--- src/inc/dtc_pkg.sv ---
// Constants and types of the dual 8-bit timer/counter block.
// Contract
// - Timer mode counts, matches, interrupts, clears, continues.
// - Period compare written takes effect immediately.
// - Clock select fc taps, fs tap; slow uses fs/8.
// - Event mode counts falling edges of event pin.
// - Divider mode toggles flip-flop on each match.
// - Divider pin shows inverse flip-flop; software presets it.
// - Output flip-flops reset to zero.
// - Upper counter in 16-bit mode clocks on lower match.
package dtc_pkg;

  localparam int unsigned ADDR_W = 5;
  localparam logic [ADDR_W-1:0] OFS_CTRL0 = 5'h00;
  localparam logic [ADDR_W-1:0] OFS_CTRL1 = 5'h04;
  localparam logic [ADDR_W-1:0] OFS_PERIOD0 = 5'h08;
  localparam logic [ADDR_W-1:0] OFS_PERIOD1 = 5'h0c;
  localparam logic [ADDR_W-1:0] OFS_STATUS = 5'h10;
  localparam logic [ADDR_W-1:0] OFS_MASK = 5'h14;
  localparam logic [ADDR_W-1:0] OFS_COUNT = 5'h18;
  localparam logic [ADDR_W-1:0] OFS_POWER = 5'h1c;

  localparam logic [2:0] MODE_TIMER = 3'h0;
  localparam logic [2:0] MODE_DIVIDER = 3'h1;
  localparam int unsigned MODE_CASCADE_BIT = 2;

  localparam logic [2:0] CK_SLOW_TAP = 3'h0;
  localparam logic [2:0] CK_DIV7 = 3'h1;
  localparam logic [2:0] CK_DIV5 = 3'h2;
  localparam logic [2:0] CK_DIV3 = 3'h3;
  localparam logic [2:0] CK_PIN = 3'h7;

  localparam int unsigned PRE_W = 11;
  localparam int unsigned TAP_11 = 11;
  localparam int unsigned TAP_7 = 7;
  localparam int unsigned TAP_5 = 5;
  localparam int unsigned TAP_3 = 3;
  localparam int unsigned FS_DIV_W = 3;

  localparam int unsigned HTRANS_ACTIVE_BIT = 1;
  localparam logic [7:0] CTRL_RESET = 8'h00;
  localparam logic [7:0] PERIOD_RESET = 8'hff;

  // Bit 7 preset, bits 6:4 clock select, bits 3:1 mode, bit 0 run.
  typedef struct packed {
    logic output_flipflop_preset;
    logic [2:0] clock_select_field;
    logic [2:0] mode_select_field;
    logic run_control;
  } dtc_ctrl_t;

  typedef struct packed {
    logic prescaler_tap_select;
    logic slow_power_mode;
  } dtc_power_t;

endpackage : dtc_pkg

--- src/rtl/dtc_timer.sv ---
// Dual cascadable 8-bit timer/counter with an AHB-Lite register slave.
//
// Design decisions made here: the register offsets and the AHB-Lite slave port.
`timescale 1ns/1ps
module dtc_timer (
  input wire logic hclk,
  input wire logic hresetn,
  input wire logic hsel,
  input wire logic [31:0] haddr,
  input wire logic [1:0] htrans,
  input wire logic hwrite,
  input wire logic [2:0] hsize,
  input wire logic [31:0] hwdata,
  input wire logic hready,
  output logic hreadyout,
  output logic hresp,
  output logic [31:0] hrdata,
  input wire logic [1:0] event_input_pin,
  input wire logic lf_clk_in,
  output logic [1:0] divider_output_pin,
  output logic [1:0] match_interrupt,
  output logic irq
);

  typedef struct packed {
    logic [1:0] ev_s1;
    logic [1:0] ev_s2;
    logic [1:0] ev_s3;
    logic fs_s1;
    logic fs_s2;
    logic fs_s3;
    logic [dtc_pkg::FS_DIV_W-1:0] fs_cnt;
    logic [dtc_pkg::PRE_W-1:0] pre;
    dtc_pkg::dtc_ctrl_t [1:0] ctrl;
    logic [1:0][7:0] period;
    logic [1:0][7:0] count;
    logic [1:0] ff;
    logic [1:0] match;
    logic [1:0] status;
    logic [1:0] mask;
    dtc_pkg::dtc_power_t power;
    logic dp_act;
    logic dp_write;
    logic rd_ready;
    logic [dtc_pkg::ADDR_W-1:0] dp_addr;
    logic [31:0] rdata;
  } dtc_state_t;

  dtc_state_t s_reg;
  dtc_state_t s_next;

  logic fs_tick;
  logic [1:0] ev_fall;
  logic [1:0] tick;
  logic wr_en;

  // Picks the counting pulse of one counter from its clock select.
  function automatic logic dtc_src_tick(
    input logic [2:0] sel,
    input dtc_pkg::dtc_power_t pwr,
    input logic [dtc_pkg::PRE_W-1:0] pre,
    input logic fs_t,
    input logic ev_f
  );
    logic t;
    t = 1'b0;
    if (pwr.slow_power_mode) begin
      if (sel == dtc_pkg::CK_SLOW_TAP) begin
        t = fs_t;
      end else if (sel == dtc_pkg::CK_PIN) begin
        t = ev_f;
      end
    end else begin
      case (sel)
        dtc_pkg::CK_SLOW_TAP: begin
          t = pwr.prescaler_tap_select ? fs_t : (&pre[dtc_pkg::TAP_11-1:0]);
        end
        dtc_pkg::CK_DIV7: begin
          t = &pre[dtc_pkg::TAP_7-1:0];
        end
        dtc_pkg::CK_DIV5: begin
          t = &pre[dtc_pkg::TAP_5-1:0];
        end
        dtc_pkg::CK_DIV3: begin
          t = &pre[dtc_pkg::TAP_3-1:0];
        end
        dtc_pkg::CK_PIN: begin
          t = ev_f;
        end
        default: begin
          t = 1'b0;
        end
      endcase
    end
    return t;
  endfunction : dtc_src_tick

  // Edge detectors look only at the second and third synchroniser stages.
  assign fs_tick = s_reg.fs_s2 & ~s_reg.fs_s3 & (&s_reg.fs_cnt);
  assign ev_fall = ~s_reg.ev_s2 & s_reg.ev_s3;
  assign wr_en = s_reg.dp_act & s_reg.dp_write;

  always_comb begin
    s_next = s_reg;
    tick = 2'b00;
    s_next.ev_s1 = event_input_pin;
    s_next.ev_s2 = s_reg.ev_s1;
    s_next.ev_s3 = s_reg.ev_s2;
    s_next.fs_s1 = lf_clk_in;
    s_next.fs_s2 = s_reg.fs_s1;
    s_next.fs_s3 = s_reg.fs_s2;
    if (s_reg.fs_s2 & ~s_reg.fs_s3) begin
      s_next.fs_cnt = s_reg.fs_cnt + {{(dtc_pkg::FS_DIV_W-1){1'b0}}, 1'b1};
    end
    s_next.pre = s_reg.pre + {{(dtc_pkg::PRE_W-1){1'b0}}, 1'b1};

    for (int i = 0; i < 2; i++) begin
      if (i == 1 && s_reg.ctrl[1].mode_select_field[dtc_pkg::MODE_CASCADE_BIT]) begin
        tick[i] = s_reg.match[0];
      end else begin
        tick[i] = dtc_src_tick(s_reg.ctrl[i].clock_select_field, s_reg.power,
                               s_reg.pre, fs_tick, ev_fall[i]);
      end
      s_next.match[i] = 1'b0;
      if (!s_reg.ctrl[i].run_control) begin
        s_next.count[i] = 8'h00;
      end else if (tick[i]) begin
        // The live period register is compared, so a new value acts at once.
        if (s_reg.count[i] == s_reg.period[i]) begin
          s_next.count[i] = 8'h00;
          s_next.match[i] = 1'b1;
          if (s_reg.ctrl[i].mode_select_field == dtc_pkg::MODE_DIVIDER) begin
            s_next.ff[i] = ~s_reg.ff[i];
          end
        end else begin
          s_next.count[i] = s_reg.count[i] + 8'h01;
        end
      end
    end

    // Bus address phase is taken only while the bus is ready.
    if (hsel && htrans[dtc_pkg::HTRANS_ACTIVE_BIT] && hready) begin
      s_next.dp_act = 1'b1;
      s_next.dp_write = hwrite;
      s_next.dp_addr = haddr[dtc_pkg::ADDR_W-1:0];
      s_next.rd_ready = 1'b0;
    end else if (hready) begin
      s_next.dp_act = 1'b0;
      s_next.rd_ready = 1'b0;
    end else if (s_reg.dp_act && !s_reg.dp_write) begin
      s_next.rd_ready = 1'b1;
    end

    if (s_reg.dp_act && !s_reg.dp_write && !s_reg.rd_ready) begin
      case (s_reg.dp_addr)
        dtc_pkg::OFS_CTRL0: s_next.rdata = {24'h000000, s_reg.ctrl[0]};
        dtc_pkg::OFS_CTRL1: s_next.rdata = {24'h000000, s_reg.ctrl[1]};
        dtc_pkg::OFS_PERIOD0: s_next.rdata = {24'h000000, s_reg.period[0]};
        dtc_pkg::OFS_PERIOD1: s_next.rdata = {24'h000000, s_reg.period[1]};
        dtc_pkg::OFS_STATUS: s_next.rdata = {30'h0, s_reg.status};
        dtc_pkg::OFS_MASK: s_next.rdata = {30'h0, s_reg.mask};
        dtc_pkg::OFS_COUNT: s_next.rdata = {16'h0000, s_reg.count[1], s_reg.count[0]};
        dtc_pkg::OFS_POWER: s_next.rdata = {30'h0, s_reg.power};
        default: s_next.rdata = 32'h00000000;
      endcase
    end

    // Hardware set wins over a write-one clear in the same cycle.
    s_next.status = s_reg.status | s_next.match;
    if (wr_en) begin
      case (s_reg.dp_addr)
        dtc_pkg::OFS_CTRL0: begin
          s_next.ctrl[0] = hwdata[7:0];
          s_next.ff[0] = hwdata[7];
        end
        dtc_pkg::OFS_CTRL1: begin
          s_next.ctrl[1] = hwdata[7:0];
          s_next.ff[1] = hwdata[7];
        end
        dtc_pkg::OFS_PERIOD0: s_next.period[0] = hwdata[7:0];
        dtc_pkg::OFS_PERIOD1: s_next.period[1] = hwdata[7:0];
        dtc_pkg::OFS_STATUS: s_next.status = (s_reg.status & ~hwdata[1:0]) | s_next.match;
        dtc_pkg::OFS_MASK: s_next.mask = hwdata[1:0];
        dtc_pkg::OFS_POWER: s_next.power = hwdata[1:0];
        default: begin
        end
      endcase
    end
  end

  always_ff @(posedge hclk or negedge hresetn) begin
    if (!hresetn) begin
      s_reg <= '0;
      s_reg.ctrl <= {dtc_pkg::CTRL_RESET, dtc_pkg::CTRL_RESET};
      s_reg.period <= {dtc_pkg::PERIOD_RESET, dtc_pkg::PERIOD_RESET};
      s_reg.ff <= 2'b00;
    end else begin
      s_reg <= s_next;
    end
  end

  assign hreadyout = ~(s_reg.dp_act & ~s_reg.dp_write & ~s_reg.rd_ready);
  assign hresp = 1'b0;
  assign hrdata = s_reg.rdata;
  assign divider_output_pin = ~s_reg.ff;
  assign match_interrupt = s_reg.match;
  assign irq = |(s_reg.status & s_reg.mask);

  logic ctrl_wr0;
  logic ctrl_wr1;
  assign ctrl_wr0 = wr_en && (s_reg.dp_addr == dtc_pkg::OFS_CTRL0);
  assign ctrl_wr1 = wr_en && (s_reg.dp_addr == dtc_pkg::OFS_CTRL1);
endmodule : dtc_timer

--- config.mk ---
export PLATFORM = sky130hd
export DESIGN_NAME = dtc_timer
export DESIGN_NICKNAME = d
export VERILOG_FILES = /design/src/inc/dtc_pkg.sv /design/src/rtl/dtc_timer.sv
export SDC_FILE = /design/constraint.sdc
export NUM_CORES = 1
export LEC_CHECK = 0
export BUFFER_PORTS_ARGS = -buffer_cell sky130_fd_sc_hd__buf_4
export CAP_MARGIN = 5
export CORE_MARGIN = 1
export CORE_UTILIZATION = 40
export DETAILED_ROUTE_END_ITERATION = 10
export REMOVE_ABC_BUFFERS = 1
export SYNTH_ARGS = -nofsm -noshare
export SYNTH_HDL_FRONTEND = slang
export SYNTH_SLANG_ARGS = --single-unit
--- constraint.sdc ---
create_clock -name hclk -period 2.45 [get_ports hclk]
set_input_delay 0.245 -clock hclk [delete_from_list [all_inputs] [get_ports hclk]]
set_output_delay 0.245 -clock hclk [all_outputs]
set_load 0.02 [all_outputs]
==> results_dict.tcl <==
set metrics [dict create \
    grt_max_degree 43 \
    synth_cell_types 57 \
    fp-row-count 41 \
    nets 583 \
    syn_area_sq_um 5320 \
    dieArea_sq_um 13800 \
    hold_viol 0 \
    critPathMaxStageDelay_ps 540 \
    drv_slew 0 \
    wl_mm 11.1 \
    overflow 0 \
    yosysSeqAreaShare_pct 49.8 \
    synthTopCellsByArea "dfrtp_1 42%, mux2_2 8.3%, dfstp_2 7.9%" \
    rsz0062_at_grt "yes" \
    track_usage_pct 17.1 \
    period_needed_ps 2250 \
    cts-root-buf "clkbuf_16" \
    cts_tree "yes" \
    path_buf_inv 0 \
    hp-class "input port to register" \
    wl_per_cell_microns 16.4 \
    largest_reg_flops 81 \
    antenna_found_initial 0 \
    htree_levels 3 \
    clk_pin_slew_ps 70 \
    synth-seq-cells 105 \
    finalCritPeriodShare_pct 92.0 \
    cp_top_family "compound AO/OA/AOI/OAI gates" \
    core_sq_um 12800 \
    relSlewSlack_pct 56.8 \
    drtAntennaViolNets 0 \
    ir_worst_vdd_v 0.000344 \
    placed_cells 657 \
    drc_errors 0 \
    port_buffers 43 \
    yosysTopAreaCellShare_pct 41.9 \
    cts_inserted_buffers 9 \
    crit_path_cell_trace "ha_1 -> nand4_1 -> o311ai_1 -> o21a_1 -> o21ai_0 -> a32o_1" \
    fp.dieH_microns 117 \
    crit_required_ps 2690 \
    stdcell_count 677 \
    via_per_inst 5.24 \
    synth_top_area_cell "dfrtp_1" \
    diodes 0 \
    num_vias 3549 \
    status "completed" \
    cp-end-kind "register" \
    start_util_pct 41.6 \
    start_kind "register" \
    clock_skew_ps 5.02 \
    gp_congestion 0.830 \
    power.density_nw_per_um2 772 \
    cts_resized 0 \
    layout_common_cells "89 x dfrtp_1, 51 x buf_4, 39 x mux2_2" \
    ios 116 \
    p_total_uw 4650 \
    cts_buffer_depth 2 \
    drv_cap 0 \
    dr.pass1.iters 4 \
    fp.dieW_microns 117 \
    path_class "register to register" \
    drive_gt1_share_pct 27.5 \
    tightest_slew_ps 642 \
    avgSynthCellArea_sq_um 11.4 \
    async_flop_share_pct 100 \
    syn_to_final_growth_pct 13.2 \
    arrival_ps 2500 \
    layout_commonest_cell "dfrtp_1" \
    yosys_most_used_dff "dfrtp_1" \
    dpl.hpwl_mm 8.31 \
    max_freq_mhz 444 \
    cp_slowest_cell "o311ai_1" \
    grt_pass1_vias 3554 \
    setup_viol 0 \
    clkLatencyLatePin_ps 350 \
    crit_fanout 8 \
    grt_pass1_wl_mm 18.5 \
    yosysWarnings 0 \
    cts_sinks 105 \
    initialDrtViolationCount 184 \
    synth_edf_count 0 \
    synth_cells 467 \
    leakagePower_uw 0.00273 \
    post_cts_buffers 0 \
]
cell usage after synthesis, drive strengths merged, types with 2 or more instances:
library cell,number
or2,3
o21a,3
mux2i,10
clkbuf,12
o22ai,4
nor4,5
nor2b,8
buf,38
a41oi,2
a21o,3
xor2,14
o21ai,33
a32o,3
a211oi,2
mux2,48
dfrtp,89
a21oi,4
inv,12
dfstp,16
or3,4
o211ai,2
nand2,35
nand4,10
and3b,3
nor2,15
nand3b,2
mux4,4
a22oi,6
ha,6
nand3,12
nor3,7
xnor2,13
nand2b,3
a22o,15
and3,10
cell type report:
class                      count  area [sq um]
fill                        1161          6750
sequential                   105          2650
multi-input combinational    316          2360
timing repair buffer          56           443
clock buffer                  10           239
tap                          172           215
clock inverter                 6          67.6
inverter                      12          45.0
per-stage QoR:
stage	setup WS, ps	util (%)	TNS (ps)	instance area (sq um)	hold slack, ps
floorplan	261	-	0	5060	-50.6
global placement	205	44.4	0	5680	213
detailed placement	188	44.4	0	5680	218
CTS	176	47.1	0	6020	43.9
global route	-5.37	47.1	-5.37	6020	43.9
finish	196	47.1	0	6020	53.5
report_power, final:
part	leakage, uW	switching, uW	internal [uW]	total, uW
Combinational	0.00126	492	446	938
Sequential	0.00133	248	1990	2240
Clock	0.000145	648	821	1470
Total	0.00273	1390	3260	4650
cell families (layout without fill, tap and decap cells):
family | Yosys count | count (layout) | share of synthesized area [%]
xor+xnor | 27 | 27 | 4.45
mux | 62 | 62 | 13.7
buf+inv | 62 | 84 | 6.89
other cells | 1 | 17 | 0.0705
fa+ha+maj | 6 | 6 | 1.41
compound gates | 82 | 82 | 11.1
simple gates | 122 | 122 | 12.6
flops | 105 | 105 | 49.8
final timing paths:
| check | start | to | slack (ps) | cells after the start |
|---|---|---|---|---|
| min in group asynchronous | hresetn | hrdata[15]$_DFFE_PN0P_ | 370 | 2 |
| max reg2reg | s_reg[98]$_DFF_PN0_ | s_reg[57]$_DFFE_PN0P_ | 200 | 6 |
| min | hready | s_reg[37]$_DFFE_PN0P_ | 50 | 2 |
| min reg2reg | s_next[117]$_DFF_PN0_ | s_next[115]$_DFF_PN0_ | 350 | 0 |
| max | s_reg[98]$_DFF_PN0_ | s_reg[57]$_DFFE_PN0P_ | 200 | 6 |
| max in group asynchronous | hresetn | s_reg[101]$_DFF_PN0_ | 1340 | 3 |
routing by layer:
layer | up-vias | track usage [%] | share of wire [%]
met1 | 1755 | 22.2 | 46
met5 | - | 0 | 0
met4 | 0 | 7.39 | 1.8
met2 | 85 | 27.4 | 49
li1 | 1697 | - | -
met3 | 12 | 3.75 | 3.1
what timing repair did:
item                       in CTS  in global routing
hold endpoints to repair       34                  0
setup endpoints to repair       0                  5
hold buffers                    4                  0
Power figures use the tool's default switching activity.
